$ cat src/serial_port_cfg.svh
// Constants for the serial port with break and synchronous master transmit
`ifndef SERIAL_PORT_CFG_SVH
`define SERIAL_PORT_CFG_SVH
`define OFS_RCV_STATUS 8'h00
`define OFS_TX_BUFFER 8'h04
`define OFS_RCV_BUFFER 8'h08
`define OFS_TX_STATUS 8'h0C
`define OFS_BAUD_CTRL 8'h10
`define OFS_DIV_HIGH 8'h14
`define OFS_DIV_LOW 8'h18
`define OFS_FLAGS 8'h1C
`define REG_RESET 8'h00
`define OS_NORMAL_TOP 5'h0F
`define OS_FAST_TOP 5'h03
`define INSTR_LAST 2'h3
`define BREAK_FRAME 14'h2000
`define LEN_BREAK 4'hE
`define LEN_ASYNC8 4'hA
`define LEN_ASYNC9 4'hB
`define LEN_SYNC8 4'h8
`define LEN_SYNC9 4'h9
`endif

$ cat src/serial_port_pkg.sv
// Types for the serial port block
package serial_port_pkg;
  typedef enum logic [1:0] {TX_IDLE = 2'b00, TX_ASYNC = 2'b01, TX_SYNC_LO = 2'b10,
    TX_SYNC_HI = 2'b11} tx_state_e;
  typedef enum logic [1:0] {RX_IDLE = 2'b00, RX_START = 2'b01, RX_DATA = 2'b10,
    RX_STOP = 2'b11} rx_state_e;
  typedef struct packed {
    logic [2:0] rx_sync;
    logic [1:0] q_cnt;
    logic [15:0] baud_cnt;
    logic port_enable;
    logic clock_source_select;
    logic nine_bit_transmit;
    logic transmit_enable;
    logic sync_mode;
    logic send_break_request;
    logic high_speed;
    logic ninth_transmit_bit;
    logic clock_polarity_select;
    logic wide_divider_select;
    logic wake_on_edge_enable;
    logic autobaud_enable;
    logic [7:0] div_hi;
    logic [7:0] div_lo;
    logic [7:0] tx_buf;
    logic tx_full;
    logic buf_empty;
    logic [13:0] sh;
    logic [3:0] sh_len;
    logic sh_brk;
    logic [4:0] tx_os;
    tx_state_e txs;
    logic [7:0] rcv_buf;
    logic receive_flag;
    logic wake_seen;
    logic wake_pend;
    rx_state_e rxs;
    logic [4:0] rx_os;
    logic [3:0] rx_bits;
    logic [7:0] rx_sh;
    logic wr_pend;
    logic rd_pend;
    logic [7:0] addr;
    logic [31:0] hrdata;
    logic hready;
    logic hresp;
    logic tx_out;
    logic tx_oe;
    logic dt_out;
    logic dt_oe;
  } state_s;
endpackage

$ cat src/serial_port.sv
// Serial port: wake-on-edge, break send, synchronous master transmit
`timescale 1ns/1ps
`include "serial_port_cfg.svh"
module serial_port (
  input wire logic hclk,
  input wire logic hresetn,
  input wire logic hsel,
  input wire logic [31:0] haddr,
  input wire logic [1:0] htrans,
  input wire logic hwrite,
  input wire logic [2:0] hsize,
  input wire logic [31:0] hwdata,
  input wire logic hready,
  output logic hreadyout,
  output logic hresp,
  output logic [31:0] hrdata,
  input wire logic sleep_mode,
  input wire logic rx_pin_in,
  output logic tx_pin_out,
  output logic tx_pin_oe,
  output logic dt_pin_out,
  output logic dt_pin_oe,
  output logic receive_flag,
  output logic transmit_flag
);
  serial_port_pkg::state_s st_ff;
  serial_port_pkg::state_s nxt_st;
  logic instr_tick;
  logic baud_tick;
  logic bit_end;
  logic rx_line;
  logic fall;
  logic rise;
  logic sync_master;
  logic tx_load;
  logic rf_set;
  logic wr_baud;
  logic [4:0] os_top;
  logic [7:0] w;

  function automatic logic [7:0] read_reg(input serial_port_pkg::state_s s);
    case (s.addr)
      `OFS_RCV_STATUS: read_reg = {s.port_enable, 7'h00};
      `OFS_TX_BUFFER: read_reg = s.tx_buf;
      `OFS_RCV_BUFFER: read_reg = s.rcv_buf;
      `OFS_TX_STATUS: read_reg = {s.clock_source_select, s.nine_bit_transmit,
        s.transmit_enable, s.sync_mode, s.send_break_request, s.high_speed,
        s.txs == serial_port_pkg::TX_IDLE, s.ninth_transmit_bit};
      `OFS_BAUD_CTRL: read_reg = {1'b0, s.rxs == serial_port_pkg::RX_IDLE, 1'b0,
        s.clock_polarity_select, s.wide_divider_select, 1'b0,
        s.wake_on_edge_enable, s.autobaud_enable};
      `OFS_DIV_HIGH: read_reg = s.div_hi;
      `OFS_DIV_LOW: read_reg = s.div_lo;
      `OFS_FLAGS: read_reg = {6'h00, ~s.tx_full, s.receive_flag};
      // The shift register has no address at all
      default: read_reg = 8'h00;
    endcase
  endfunction

  always_comb
  begin
    nxt_st = st_ff;
    w = hwdata[7:0];
    nxt_st.rx_sync = {st_ff.rx_sync[1:0], rx_pin_in};
    rx_line = st_ff.rx_sync[1];
    fall = st_ff.rx_sync[2] & ~st_ff.rx_sync[1];
    rise = ~st_ff.rx_sync[2] & st_ff.rx_sync[1];
    sync_master = st_ff.sync_mode & st_ff.clock_source_select;
    os_top = st_ff.high_speed ? `OS_FAST_TOP : `OS_NORMAL_TOP;
    // Instruction cycle is four clocks; baud counts instruction cycles
    instr_tick = st_ff.q_cnt == `INSTR_LAST;
    nxt_st.q_cnt = st_ff.q_cnt + 2'h1;
    baud_tick = instr_tick && st_ff.baud_cnt == 16'h0000;
    if (instr_tick)
    begin
      if (baud_tick)
        nxt_st.baud_cnt = st_ff.wide_divider_select ? {st_ff.div_hi, st_ff.div_lo}
          : {8'h00, st_ff.div_lo};
      else
        nxt_st.baud_cnt = st_ff.baud_cnt - 16'h0001;
    end
    bit_end = baud_tick && st_ff.tx_os == 5'h00;
    wr_baud = st_ff.wr_pend && st_ff.addr == `OFS_BAUD_CTRL;
    rf_set = 1'b0;

    // Transmit shifter
    tx_load = instr_tick && st_ff.txs == serial_port_pkg::TX_IDLE && st_ff.tx_full
      && st_ff.port_enable && st_ff.transmit_enable
      && !(st_ff.sync_mode && st_ff.rxs != serial_port_pkg::RX_IDLE);
    unique case (st_ff.txs)
      serial_port_pkg::TX_IDLE:
      begin
        if (tx_load)
        begin
          nxt_st.tx_full = 1'b0;
          nxt_st.tx_os = os_top;
          nxt_st.sh_brk = 1'b0;
          if (st_ff.sync_mode)
          begin
            nxt_st.sh = {5'h00, st_ff.ninth_transmit_bit, st_ff.tx_buf};
            nxt_st.sh_len = st_ff.nine_bit_transmit ? `LEN_SYNC9 : `LEN_SYNC8;
            nxt_st.txs = serial_port_pkg::TX_SYNC_LO;
          end
          else if (st_ff.send_break_request)
          begin
            // Buffer contents are dropped, frame is 13 zeros then a one stop bit
            nxt_st.sh = `BREAK_FRAME;
            nxt_st.sh_len = `LEN_BREAK;
            nxt_st.sh_brk = 1'b1;
            nxt_st.txs = serial_port_pkg::TX_ASYNC;
          end
          else
          begin
            nxt_st.sh = st_ff.nine_bit_transmit
              ? {4'hF, st_ff.ninth_transmit_bit, st_ff.tx_buf, 1'b0}
              : {5'h1F, st_ff.tx_buf, 1'b0};
            nxt_st.sh_len = st_ff.nine_bit_transmit ? `LEN_ASYNC9 : `LEN_ASYNC8;
            nxt_st.txs = serial_port_pkg::TX_ASYNC;
          end
        end
      end
      serial_port_pkg::TX_ASYNC:
      begin
        if (baud_tick)
          nxt_st.tx_os = bit_end ? os_top : st_ff.tx_os - 5'h01;
        if (bit_end)
        begin
          nxt_st.sh = {1'b1, st_ff.sh[13:1]};
          nxt_st.sh_len = st_ff.sh_len - 4'h1;
          if (st_ff.sh_len == 4'h1)
          begin
            nxt_st.txs = serial_port_pkg::TX_IDLE;
            nxt_st.sh_len = 4'h0;
            if (st_ff.sh_brk)
              nxt_st.send_break_request = 1'b0;
          end
        end
      end
      serial_port_pkg::TX_SYNC_LO:
      begin
        if (baud_tick)
          nxt_st.txs = serial_port_pkg::TX_SYNC_HI;
      end
      serial_port_pkg::TX_SYNC_HI:
      begin
        if (baud_tick)
        begin
          // One bit per clock period, lowest first
          nxt_st.sh = {1'b0, st_ff.sh[13:1]};
          nxt_st.sh_len = st_ff.sh_len - 4'h1;
          nxt_st.txs = serial_port_pkg::TX_SYNC_LO;
          if (st_ff.sh_len == 4'h1)
          begin
            nxt_st.txs = serial_port_pkg::TX_IDLE;
            nxt_st.sh_len = 4'h0;
          end
        end
      end
    endcase
    if (!st_ff.transmit_enable || !st_ff.port_enable)
    begin
      // Dropping the enable aborts the word in flight
      nxt_st.txs = serial_port_pkg::TX_IDLE;
      nxt_st.sh_len = 4'h0;
    end

    // Asynchronous receiver, held idle while waiting for a wake edge
    if (st_ff.wake_on_edge_enable || !st_ff.port_enable || st_ff.sync_mode)
      nxt_st.rxs = serial_port_pkg::RX_IDLE;
    else if (st_ff.rxs == serial_port_pkg::RX_IDLE)
    begin
      if (fall)
      begin
        nxt_st.rxs = serial_port_pkg::RX_START;
        nxt_st.rx_os = {1'b0, os_top[4:1]};
        nxt_st.rx_bits = 4'h0;
      end
    end
    else if (baud_tick)
    begin
      nxt_st.rx_os = st_ff.rx_os - 5'h01;
      if (st_ff.rx_os == 5'h00)
      begin
        nxt_st.rx_os = os_top;
        unique case (st_ff.rxs)
          serial_port_pkg::RX_START:
            nxt_st.rxs = rx_line ? serial_port_pkg::RX_IDLE : serial_port_pkg::RX_DATA;
          serial_port_pkg::RX_DATA:
          begin
            nxt_st.rx_sh = {rx_line, st_ff.rx_sh[7:1]};
            nxt_st.rx_bits = st_ff.rx_bits + 4'h1;
            if (st_ff.rx_bits == 4'h7)
              nxt_st.rxs = serial_port_pkg::RX_STOP;
          end
          serial_port_pkg::RX_STOP:
          begin
            // Byte after a wake edge pair arrives here too
            nxt_st.rcv_buf = st_ff.rx_sh;
            rf_set = 1'b1;
            nxt_st.rxs = serial_port_pkg::RX_IDLE;
          end
          serial_port_pkg::RX_IDLE:
            nxt_st.rxs = serial_port_pkg::RX_IDLE;
        endcase
      end
    end

    // Wake-on-edge: falling edge flags, following rising edge disarms
    if (st_ff.wake_on_edge_enable)
    begin
      if (fall && !st_ff.wake_seen)
      begin
        nxt_st.wake_seen = 1'b1;
        nxt_st.wake_pend = 1'b1;
        nxt_st.rcv_buf = 8'h00;
      end
      if (st_ff.wake_pend && (sleep_mode || instr_tick))
      begin
        nxt_st.wake_pend = 1'b0;
        rf_set = 1'b1;
      end
      if (rise && st_ff.wake_seen && !st_ff.wake_pend)
      begin
        nxt_st.wake_on_edge_enable = 1'b0;
        nxt_st.wake_seen = 1'b0;
      end
    end
    else
    begin
      nxt_st.wake_seen = 1'b0;
      nxt_st.wake_pend = 1'b0;
    end

    // Bus slave: zero-wait writes, reads take one wait state
    nxt_st.wr_pend = 1'b0;
    nxt_st.hresp = 1'b0;
    if (st_ff.rd_pend)
    begin
      nxt_st.rd_pend = 1'b0;
      nxt_st.hready = 1'b1;
      nxt_st.hrdata = {24'h000000, read_reg(st_ff)};
      if (st_ff.addr == `OFS_RCV_BUFFER)
        nxt_st.receive_flag = 1'b0;
    end
    if (st_ff.wr_pend)
    begin
      unique case (st_ff.addr)
        `OFS_RCV_STATUS: nxt_st.port_enable = w[7];
        `OFS_TX_BUFFER:
        begin
          nxt_st.tx_buf = w;
          nxt_st.tx_full = 1'b1;
        end
        `OFS_TX_STATUS:
        begin
          nxt_st.clock_source_select = w[7];
          nxt_st.nine_bit_transmit = w[6];
          nxt_st.transmit_enable = w[5];
          nxt_st.sync_mode = w[4];
          nxt_st.send_break_request = w[3];
          nxt_st.high_speed = w[2];
          nxt_st.ninth_transmit_bit = w[0];
        end
        `OFS_BAUD_CTRL:
        begin
          nxt_st.clock_polarity_select = w[4];
          nxt_st.wide_divider_select = w[3];
          nxt_st.wake_on_edge_enable = w[1];
          nxt_st.autobaud_enable = w[0];
        end
        `OFS_DIV_HIGH: nxt_st.div_hi = w;
        `OFS_DIV_LOW: nxt_st.div_lo = w;
        default: nxt_st.hresp = 1'b0;
      endcase
    end
    if (hsel && htrans[1] && hready)
    begin
      nxt_st.addr = haddr[7:0];
      nxt_st.wr_pend = hwrite;
      nxt_st.rd_pend = !hwrite;
      nxt_st.hready = hwrite;
    end
    // Hardware set wins over a same-cycle read clear
    if (rf_set)
      nxt_st.receive_flag = 1'b1;
    // Registered copy so the flag pin comes straight from a flop
    nxt_st.buf_empty = ~nxt_st.tx_full;

    // Pins follow the mode
    nxt_st.tx_oe = st_ff.port_enable && (sync_master || st_ff.transmit_enable);
    nxt_st.dt_oe = st_ff.port_enable && sync_master && st_ff.transmit_enable
      && st_ff.txs != serial_port_pkg::TX_IDLE;
    nxt_st.dt_out = st_ff.sh[0];
    if (sync_master)
      nxt_st.tx_out = (st_ff.txs == serial_port_pkg::TX_SYNC_HI)
        ? ~st_ff.clock_polarity_select : st_ff.clock_polarity_select;
    else
      nxt_st.tx_out = (st_ff.txs == serial_port_pkg::TX_ASYNC) ? st_ff.sh[0] : 1'b1;
  end

  always_ff @(posedge hclk or negedge hresetn)
  begin
    if (!hresetn)
    begin
      st_ff <= '0;
      st_ff.hready <= 1'b1;
      st_ff.tx_out <= 1'b1;
      st_ff.rx_sync <= 3'h7;
      st_ff.buf_empty <= 1'b1;
    end
    else
      st_ff <= nxt_st;
  end

  assign hreadyout = st_ff.hready;
  assign hresp = st_ff.hresp;
  assign hrdata = st_ff.hrdata;
  assign tx_pin_out = st_ff.tx_out;
  assign tx_pin_oe = st_ff.tx_oe;
  assign dt_pin_out = st_ff.dt_out;
  assign dt_pin_oe = st_ff.dt_oe;
  assign receive_flag = st_ff.receive_flag;
  assign transmit_flag = st_ff.buf_empty;
endmodule

$ cat config.mk
export PLATFORM = sky130hd
export DESIGN_NAME = serial_port
export DESIGN_NICKNAME = d
export VERILOG_FILES = /design/src/serial_port_pkg.sv /design/src/serial_port.sv
export VERILOG_INCLUDE_DIRS = /design/src
export SDC_FILE = /design/constraint.sdc
export NUM_CORES = 1
export LEC_CHECK = 0
export BUFFER_PORTS_ARGS = -buffer_cell sky130_fd_sc_hd__buf_2
export CORE_ASPECT_RATIO = 1.2
export CORE_MARGIN = 2
export CORE_UTILIZATION = 50
export DETAILED_ROUTE_END_ITERATION = 6
export PLACE_DENSITY = 0.72
export SYNTH_ARGS = -nofsm -noshare
export SYNTH_HDL_FRONTEND = slang
export SYNTH_SLANG_ARGS = --single-unit
$ cat constraint.sdc
create_clock -name hclk -period 3.95 [get_ports hclk]
set_input_delay 0.5925 -clock hclk [delete_from_list [all_inputs] [get_ports hclk]]
set_output_delay 0.5925 -clock hclk [all_outputs]
set_load 0.01 [all_outputs]
# Word-level counts from Yosys, hierarchy flattened

Cells that the tools add are included.

Bits in registers: 138
Latch bits: 0
RAM bits: 0
Memory bits (read-only): 0
Input bits: 76
Output and inout port bits: 40
Logic and storage cells: 230
Memories: 0

$add $sub $neg: 6
Multipliers: 0
Div/mod/pow operators: 0
Order comparisons: 0
Equality and inequality tests: 30
Shift operators: 0
Mux-type cells: 78
Bitwise gates (word level): 10
Reductions and logical operators: 64

Operators with widths:

| kind                                                                 | number |
|---|---|
| 8-bit two-way mux                                                    | 9 |
| 8-bit case mux with 8 select lines                                   | 1 |
| 18-bit two-way mux                                                   | 3 |
| 18-bit case mux with 3 select lines                                  | 1 |
| 19-bit two-way mux                                                   | 2 |
| 8-bit by 5-bit == test with 1-bit output, second input constant      | 4 |
| 16-bit two-way mux                                                   | 2 |
| 32-bit two-way mux                                                   | 1 |
| 1-bit two-way mux                                                    | 29 |
| 26-bit two-way mux                                                   | 1 |
| 2-bit two-way mux                                                    | 12 |
| 11-bit two-way mux                                                   | 2 |
| 10-bit two-way mux                                                   | 2 |
| 1-bit logical AND                                                    | 18 |
| 3-bit inequality test, second input constant                         | 6 |
| 2-bit nonzero test                                                   | 9 |
| 17-bit two-way mux                                                   | 1 |
| 8-bit by 4-bit == test with 1-bit output, second input constant      | 2 |
| 16-bit logical NOT                                                   | 1 |
| 4-bit two-way mux                                                    | 4 |
| 2-bit AND reduction                                                  | 8 |
| 16-bit by 1-bit subtractor with 16-bit output, second input constant | 1 |
| 5-bit AND reduction                                                  | 3 |
| 12-bit two-way mux                                                   | 1 |
| 29 further kinds                                                     | 65 |

# Depth between registers and ports, before layout

Gate-level depths: netlist of run 1.

Word-level depth: 11
Depth in mapped cells: 9
Gate-level depth less buffers: 7

# Least setup slack after synthesis of run 1

No wires, ideal clock.

Kind: register -> register
Start point: reg st_ff[158] in the netlist's numbering
End point: reg st_ff[56] in the netlist's numbering
Library setup time: 0.128 ns
Arrival time: 2.164 ns
Required time: 3.822 ns
Slack: 1.659 ns
Cell stages (with the launch flop): 7
Buffers on the path: 0
Period minus slack after synthesis: 2.291 ns
Cells stage by stage: dfrtp_1 > ha_1 > or4b_4 > nor4_4 > and3_4 > o21ai_2 > mux2_1

Word-level cells in the longest chain between the ends: 4

RTL lines:

| what                                 | RTL line           | text |
|---|---|---|
| start, declared                      | serial_port.sv:26  | `serial_port_pkg::state_s st_ff;` |
| start signal, assigned               | serial_port.sv:312 | `st_ff <= nxt_st;` |
| 2-bit == test (no source line)       | -                  |  |
| 1-bit logical AND                    | serial_port.sv:73  | `baud_tick = instr_tick && st_ff.baud_cnt == 16'h0000;` |
| 2-bit nonzero test (no source line)  | -                  |  |
| 5-bit AND reduction (no source line) | -                  |  |

No other way between the ends.
A chain may end at the register's enable or synchronous reset.

==> results.toml, run 1 <==
[outcome]
status = "complete, but fails checks"
violations = "DRC"

[synth]
ys_ff_latch = 138
synth_edf_count = 0
syn-cell-area_um2 = 7080
synth.most_common_cell = "dfrtp_1"
synthDistinctLibCells = 68
ys_warn_count = 0
ys_top_cells_by_count = "dfrtp_1 (132), nor2_1 (66), mux2_2 (55)"
async_reset_ff_share_pct = 100
synth_top_area_share_pct = 46.7
ys_seq_area_share_pct = 48.9
synth.area.top_cells = "dfrtp_1 (47%), mux2_2 (8.8%), buf_4 (3.6%), nor2_1 (3.5%), a21oi_1 (3.5%)"
synthFlopType = "dfrtp_1"
syn_inst = 685
avgSynthCellArea_um2 = 10.3
synth_top_cell_by_area = "dfrtp_1"

[die]
initial_core_util_pct = 51.2
ios = 116
die_x_um = 113
dieArea_um2 = 15100
die_height_um = 134
core_um2 = 13800
std_cell_rows = 47

[power_and_ir_drop]
p_leak_uw = 0.00366
cellInternalPower_uw = 2830
power.net_switching_uw = 1090
seqPwrFrac_pct = 44.0
combPwrFrac_pct = 13.2
power_frac_clock_pct = 42.8
swShare_pct = 27.8
irDropWorstVdd_uv = 375
p_per_area_nw_per_um2 = 494
total_power_uw = 3930

[routing]
num_vias = 5476
firstDrtPassIters = 7
ant_nets = 0
drc = 3
routedWlPerCell_um = 18.2
first_iter_violations = 470
drt-total-wl_um = 16500
via_per_inst = 6.04

[cts]
worstSkewPairLatency_ns = 0.43
clockBufferDepth = 2
cts_resized = 0
post_cts_buffers = 0
cts_buffers = 17
clkSinkCount = 138
cts_tree = "yes"
cts_hold_buf = 0
clk_pin_slew_worst_paths_ns = 0.06
clk_root_buffer_cell = "clkbuf_16"
h-tree-depth = 4

[placed_design]
dpl_worst_slack_ns = 0.921
io_buffers = 38
routabilityCongestion = 0.865
hpwl_um = 12000

[timing]
fin_ws_ns = 0.903
fin_crit_sh_pct = 77.1
clock_skew_ns = 0.0114
fin_setup_tns_ns = 0
worst_pin_slew_ns = 0.895
whs_ns = 0.197
relSlewSlack_pct = 40.2
hold_viol_final = 0
max_freq_ghz = 0.328
min_period_ns = 3.05
maxSlewViolCount = 0
setup-violations-final = 0
grt_setup_unrepaired = "no"

[setup_path]
path_max_fanout = 14
end_kind = "register"
r2r_slack_ns = 0.90
cp.arrival_ns = 3.31
r2r_cells = 7
cp.required_ns = 4.22
start_kind = "register"
reg2reg_from = "st_ff[158]"
path_class = "register to register"
r2r-end = "st_ff[72]"

[job]
drv_cap = 0

[global_routing]
grt_max_degree = 84
grt_pass1_wl_um = 27000
grt_remaining_overflow = 0
antenna_found_initial = 0
grt_pass1_vias = 5187
grt_util_all_layers_pct = 22.9

[cells_and_area]
drive_above_1_share_pct = 22.3
nNetsFinal = 808
antenna_cells = 0
syn_to_final_growth_pct = 12.3

[worst_hold_path]
hold_path.class = "primary input to async pin"
-- flip-flops by register name (all words and copies together), names as in the netlist --
| name | count |
|---|---|
| tx_pin_oe | 1 |
| nxt_st | 3 |
| hrdata | 8 |
| receive_flag | 1 |
| dt_pin_out | 1 |
| st_ff | 120 |
| tx_pin_out | 1 |
| dt_pin_oe | 1 |
| transmit_flag | 1 |
| hreadyout | 1 |
-- stage by stage --
| stage | cell area, µm² | utilization [%] | instances |
|---|---|---|---|
| after floorplan | 7170 | - | 709 |
| after global routing | 7950 | 57.5 | 906 |
| after detailed placement | 7330 | 53.0 | 874 |
| after CTS | 7950 | 57.5 | 906 |
| after global placement | 7330 | 53.0 | 874 |
| final | 7950 | 57.5 | 906 |
-- cells by family (layout without fill, tap and decap cells) --
logic type / Yosys count / after routing / synth area share [%]
compound gates: 161 / 161 / 14.9
xor+xnor: 1 / 1 / 0.124
fa+ha+maj: 10 / 10 / 1.77
buf+inv: 87 / 113 / 6.54
flops: 138 / 138 / 48.9
mux: 78 / 78 / 12.4
other cells: 1 / 25 / 0.0530
simple gates: 209 / 209 / 15.3
-- routing by layer --
| layer | GRT usage, % | share of wire [%] |
|---|---|---|
| met3 | 5.15 | 5.5 |
| met4 | 10.6 | 3.2 |
| met1 | 29.7 | 42 |
| met5 | 0 | 0 |
| met2 | 36.7 | 49 |
-- critical path: stages, from the launching register on --
cell and delay [ns]:
dfrtp_1 0.34, ha_1 0.48, or4b_4 0.57, nor4_4 0.31, buf_4 0.22, nand4_1 0.54, mux2i_1 0.34, nor2_1 0.07
-- layout by cell type, fill, tap and decap left out, types with 6 or more instances in the layout --
cell type    n
a211oi_1     7
a21o_1       7
a21oi_1     49
a222oi_1     8
a22oi_1      9
a31oi_1     11
buf_2       37
buf_4       14
clkbuf_16   17
conb_1      25
dfrtp_1    132
dfstp_2      6
ha_1        10
inv_1       29
mux2_2      55
mux2i_1     19
nand2_1     48
nand3_1     15
nand4_1      8
nor2_1      66
nor2b_1      7
nor3_1      11
nor3b_1      6
nor4_1       6
o21ai_0     28
o22ai_1      9
or2_2        6
-- layout make-up --
cell class,instances,area (µm²)
Fill cell,1146,5870
Sequential cell,138,3460
Multi-Input combinational cell,484,3240
Clock buffer,18,429
Timing Repair Buffer,52,302
Tap cell,171,214
Clock inverter,14,193
Inverter,29,109
-- power groups by stage --
| stage | clock (µW) | combinational (µW) | sequential [µW] |
|---|---|---|---|
| 2_1_floorplan | 0 | 402 | 1680 |
| 3_5_place_dp | 0 | 514 | 1750 |
| 5_1_grt | 1760 | 582 | 1750 |
| 6_report | 1680 | 518 | 1730 |
| 3_3_place_gp | 0 | 491 | 1740 |
| 4_1_cts | 1690 | 518 | 1720 |
-- worst max-delay path by stage --
stage / depth (start not counted) / start / endpoint
floorplan: 6 / st_ff[158] / st_ff[56]
global placement: 7 / st_ff[158] / st_ff[72]
detailed placement: 7 / st_ff[158] / st_ff[72]
CTS: 7 / st_ff[158] / st_ff[72]
global route: 7 / st_ff[158] / st_ff[72]
finish: 7 / st_ff[158] / st_ff[72]
(Power assumes the default switching activity.)
==> inputs of run 2 (changes only) <==
--- a/config.mk
+++ b/config.mk
@@ -11,7 +11,7 @@
 export CORE_MARGIN = 2
 export CORE_UTILIZATION = 50
 export DETAILED_ROUTE_END_ITERATION = 6
-export PLACE_DENSITY = 0.72
+export PLACE_DENSITY = 0.75
 export SYNTH_ARGS = -nofsm -noshare
 export SYNTH_HDL_FRONTEND = slang
 export SYNTH_SLANG_ARGS = --single-unit
==> constraint.sdc (replaced) <==
create_clock -name hclk -period 2.75 [get_ports hclk]
set_input_delay 0.4125 -clock hclk [delete_from_list [all_inputs] [get_ports hclk]]
set_output_delay 0.4125 -clock hclk [all_outputs]
set_load 0.01 [all_outputs]
==> results.toml, run 2 (synthesis results as in run 1) <==
[routing]
maxUsedRoutingLayer = "met4"
ant_nets = 0
wirelength_met1_um = 6710
firstDrtPassIters = 7
wl_met2_um = 8410
dr_wl_met3_um = 1060
drc = 6
via_per_inst = 6.05
drt-total-wl_um = 16700
routedWlPerCell_um = 18.2
first_iter_violations = 507
num_vias = 5575

[cells_and_area]
nNetsFinal = 823
largest_reg_flops = 120
drive_above_1_share_pct = 23.7
final_cell_area_um2 = 8060
largest_register = "st_ff"
final_common_cell = "dfrtp_1"
antenna_cells = 0
fin_util_pct = 58.3
final_cell_mix = "dfrtp_1 (132), nor2_1 (66), mux2_2 (55)"
syn_to_final_growth_pct = 13.9

[timing]
maxSlewViolCount = 0
min_period_ns = 2.57
clock_skew_ns = 0.0156
max_freq_ghz = 0.390
fin_ws_ns = 0.184
setup-violations-final = 0
relSlewSlack_pct = 42.5
worst_pin_slew_ns = 0.861
fin_setup_tns_ns = 0
grt_setup_unrepaired = "no"
whs_ns = 0.0225
fin_crit_sh_pct = 93.3
hold_viol_final = 0

[outcome]
status = "complete, but fails checks"
violations = "DRC"

[cts]
h-tree-depth = 4
cts_hold_buf = 0
cts_buffers = 17
clk_root_buffer_cell = "clkbuf_16"
worstSkewPairLatency_ns = 0.43
post_cts_buffers = 0
cts_resized = 0
clockBufferDepth = 2
cts_tree = "yes"
clk_pin_slew_worst_paths_ns = 0.06
clkSinkCount = 138

[setup_path]
path_max_fanout = 32
cp.required_ns = 3.07
path_class = "register to register"
cp.arrival_ns = 2.89
end_kind = "register"
start_kind = "register"

[power_and_ir_drop]
p_leak_uw = 0.00373
combPwrFrac_pct = 14.6
seqPwrFrac_pct = 43.7
cellInternalPower_uw = 4040
power.net_switching_uw = 1560
irDropWorstVdd_uv = 684
swShare_pct = 27.9
power_frac_clock_pct = 41.6
p_per_area_nw_per_um2 = 696

[die]
core_um2 = 13800
ios = 116
die_height_um = 134
std_cell_rows = 47
initial_core_util_pct = 51.2
die_x_um = 113
dieArea_um2 = 15100

[placed_design]
placed_cell_area_um2 = 7450
hpwl_um = 12100
io_buffers = 38
routabilityCongestion = 0.881
dpl_worst_slack_ns = 0.279

[global_routing]
grt_pass1_vias = 5426
antenna_found_initial = 0
grt_pass1_wl_um = 27400
grt_remaining_overflow = 0
grt_max_degree = 80
grt_util_all_layers_pct = 23.0

[worst_hold_path]
hold_path.class = "primary input to async pin"

[job]
drv_cap = 0
run 2: worst paths after layout:
kind | startpoint | endpoint | slack [ns] | cells past startpoint
setup / recovery | st_ff[158] | st_ff[82] | 0.18 | 7
hold / removal | hresetn | st_ff[68] | 0.02 | 1
setup reg to reg | st_ff[158] | st_ff[82] | 0.18 | 7
hold reg to reg | nxt_st[161] | nxt_st[162] | 0.36 | 0
max in group asynchronous | hresetn | hreadyout | 1.93 | 2
min in group hclk | rx_pin_in | nxt_st[161] | 0.08 | 1
run 2: stage by stage:
step | power, µW | std cells
after floorplan | 2990 | 709
after global placement | 3230 | 889
after detailed placement | 3280 | 889
after CTS | 5630 | 921
after global routing | 5840 | 921
final | 5610 | 921
run 2: cell type report:
cell class                      count  area, µm²
Clock inverter                     11        145
Fill cell                        1115       5760
Multi-Input combinational cell    484       3240
Inverter                           29        109
Sequential cell                   138       3460
Clock buffer                       21        460
Timing Repair Buffer               67        427
Tap cell                          171        214
run 2: power groups by stage:
stage	Sequential, µW	Clock (µW)	Combinational (µW)
after floorplan	2410	0	578
after global placement	2470	0	760
after detailed placement	2480	0	806
after CTS	2440	2360	820
after global routing	2480	2460	908
final	2450	2330	821
run 2: worst max-delay path, cell delays in order, from the launching register on:
cell	delay, ns
dfrtp_1	0.34
ha_1	0.19
buf_4	0.32
nor4b_1	0.42
nand4_1	0.25
o21ai_1	0.46
o21ai_0	0.20
a22o_1	0.26
run 2: routing by layer:
metal | up-vias | GRT usage (%)
met2 | 246 | 38.5
met1 | 2745 | 28.8
li1 | 2540 | -
met4 | 0 | 9.82
met3 | 44 | 5.29
met5 | - | 0
==> inputs of run 3 (changes only) <==
--- a/config.mk
+++ b/config.mk
@@ -6,12 +6,14 @@
 export SDC_FILE = /design/constraint.sdc
 export NUM_CORES = 1
 export LEC_CHECK = 0
+export ABC_AREA = 1
 export BUFFER_PORTS_ARGS = -buffer_cell sky130_fd_sc_hd__buf_2
 export CORE_ASPECT_RATIO = 1.2
 export CORE_MARGIN = 2
 export CORE_UTILIZATION = 50
 export DETAILED_ROUTE_END_ITERATION = 6
-export PLACE_DENSITY = 0.75
+export PLACE_DENSITY = 0.74
+export SLEW_MARGIN = 20
 export SYNTH_ARGS = -nofsm -noshare
 export SYNTH_HDL_FRONTEND = slang
 export SYNTH_SLANG_ARGS = --single-unit
==> results.toml, run 3 <==
[synth]
synthDistinctLibCells = 44
synthFlopType = "dfrtp_1"
avgSynthCellArea_um2 = 7.97
synth_edf_count = 0
syn-cell-area_um2 = 7470
async_reset_ff_share_pct = 100
ys_seq_area_share_pct = 46.3
ys_top_cells_by_count = "nand2_1 (233), dfrtp_1 (132), inv_1 (114)"
synth_top_area_share_pct = 44.2
synth.most_common_cell = "nand2_1"
syn_inst = 937
ys_ff_latch = 138
ys_warn_count = 0
synth_top_cell_by_area = "dfrtp_1"
synth.area.top_cells = "dfrtp_1 (44%), nand2_1 (12%), inv_1 (5.7%), o21ai_0 (5.5%), nor2_1 (4.8%)"

[cells_and_area]
fin_util_pct = 57.4
nNetsFinal = 1064
antenna_cells = 0
fillers = 1342
largest_reg_flops = 120
drive_above_1_share_pct = 14.8
final_common_cell = "nand2_1"
final_cell_mix = "nand2_1 (233), dfrtp_1 (132), inv_1 (114)"
largest_register = "st_ff"
syn_to_final_growth_pct = 11.3

[routing]
drt-total-wl_um = 17000
drc = 0
routedWlPerCell_um = 14.3
num_vias = 6168
first_iter_violations = 480
ant_nets = 0
firstDrtPassIters = 5
via_per_inst = 5.18

[cts]
clockBufferDepth = 2
clk_root_buffer_cell = "clkbuf_16"
cts_hold_buf = 0
clkSinkCount = 138
cts_resized = 0
cts_buffers = 17
worstSkewPairLatency_ns = 0.43
post_cts_buffers = 0
clk_pin_slew_worst_paths_ns = 0.06
h-tree-depth = 4
cts_tree = "yes"

[die]
die_x_um = 116
die_height_um = 138
std_cell_rows = 48
core_um2 = 14500
ios = 116
initial_core_util_pct = 51.6
dieArea_um2 = 15900

[setup_path]
r2r_cells = 12
end_kind = "register"
endpoint = "st_ff[92]"
r2r_slack_ns = 0.44
path_max_fanout = 22
cp-startpoint = "st_ff[142]"
cp.required_ns = 3.06
r2r-end = "st_ff[92]"
start_kind = "register"
reg2reg_from = "st_ff[142]"
path_class = "register to register"
cp.arrival_ns = 2.62

[timing]
grt_setup_unrepaired = "no"
fin_setup_tns_ns = 0
max_freq_ghz = 0.433
relSlewSlack_pct = 58.2
clock_skew_ns = 0.00893
hold_viol_final = 6
setup-violations-final = 0
fin_crit_sh_pct = 84.0
maxSlewViolCount = 0
whs_ns = -0.00285
min_period_ns = 2.31
worst_pin_slew_ns = 0.627

[global_routing]
grt_util_all_layers_pct = 22.5
grt_max_degree = 66
grt_remaining_overflow = 0
grt_pass1_wl_um = 27700
antenna_found_initial = 0
grt_pass1_vias = 5830

[outcome]
violations = "hold timing"
status = "complete, but fails checks"

[placed_design]
routabilityCongestion = 0.883
io_buffers = 38
hpwl_um = 12200

[job]
drv_cap = 0

[power_and_ir_drop]
irDropWorstVdd_uv = 383
p_leak_uw = 0.00416
p_per_area_nw_per_um2 = 725

[worst_hold_path]
hold_path.class = "primary input to async pin"
==> run 3: cell types whose count changed after synthesis, sizes merged, moves of 19 or more <==
cell   before  now
nand2      49  240
mux2       57    0
a21oi      49   30
mux2i      19    0
inv        29  120
o21ai      30  113
nand3      15   61
nor2       66  106
==> run 3: worst min path at each step <==
stage / from / slack (ns) / endpoint / cells past startpoint
4_1_cts: hresetn / 0.008 / tx_pin_oe / 1
6_report: hresetn / -0.003 / st_ff[147] / 1
2_1_floorplan: hresetn / 0.12 / dt_pin_oe / 0
3_5_place_dp: nxt_st[161] / 0.35 / nxt_st[162] / 0
3_3_place_gp: nxt_st[161] / 0.35 / nxt_st[162] / 0
5_1_grt: hresetn / 0.04 / st_ff[147] / 1
==> run 3: critical path, stage by stage (launching register included) <==
cell and delay, ns:
dfrtp_1 0.38, inv_1 0.15, ha_1 0.23, nand2_1 0.06
inv_1 0.05, nand2_1 0.04, nor2_1 0.18, nand3_1 0.15
nand2_1 0.22, nand3_4 0.30, buf_4 0.29, nand2_1 0.08
o21ai_2 0.05
==> run 3: stage by stage <==
step / hold slack (ns) / cells / setup slack, ns / power [µW] / cell area, µm²
final: -0.00285 / 1191 / 0.439 / 6030 / 8310
after detailed placement: 0.350 / 1159 / 0.475 / 3800 / 7730
after floorplan: 0.117 / 961 / 1.02 / 3520 / 7560
after global routing: 0.0356 / 1191 / 0.249 / 6370 / 8310
after CTS: 0.00819 / 1191 / 0.445 / 6050 / 8310
after global placement: 0.349 / 1159 / 0.506 / 3780 / 7730
==> run 3: cell families after synthesis <==
group	share of synthesized area [%]
xor gates and xnor gates	1.29
and+or+nand+nor	25.1
buffers and inverters	11.3
other	0.0502
DFF	46.3
adders and majority gates	1.67
AOI/OAI and AO/OA	14.3
==> run 3: cell type report <==
type | instances | area, µm² | share of cell area (%)
multi-input combinational | 647 | 3250 | 39.1
tap | 200 | 250 | 3.01
clock inverter | 14 | 150 | 1.81
inverter | 124 | 469 | 5.64
timing repair buffer | 50 | 299 | 3.60
clock buffer | 18 | 429 | 5.16
sequential | 138 | 3460 | 41.6
==> run 3: layer usage <==
layer  track usage (%)  share of wire [%]
met2              37.1                 49
met3              5.16                4.4
met4              9.91                3.1
met1              28.1                 44
met5                 0                  0
==> run 3: where the power goes <==
part	leakage [µW]	internal (µW)	switching, µW
sequential	0.00163	2270	173
clock	0.000270	1340	898
combinational	0.00226	450	896
total	0.00416	4060	1970
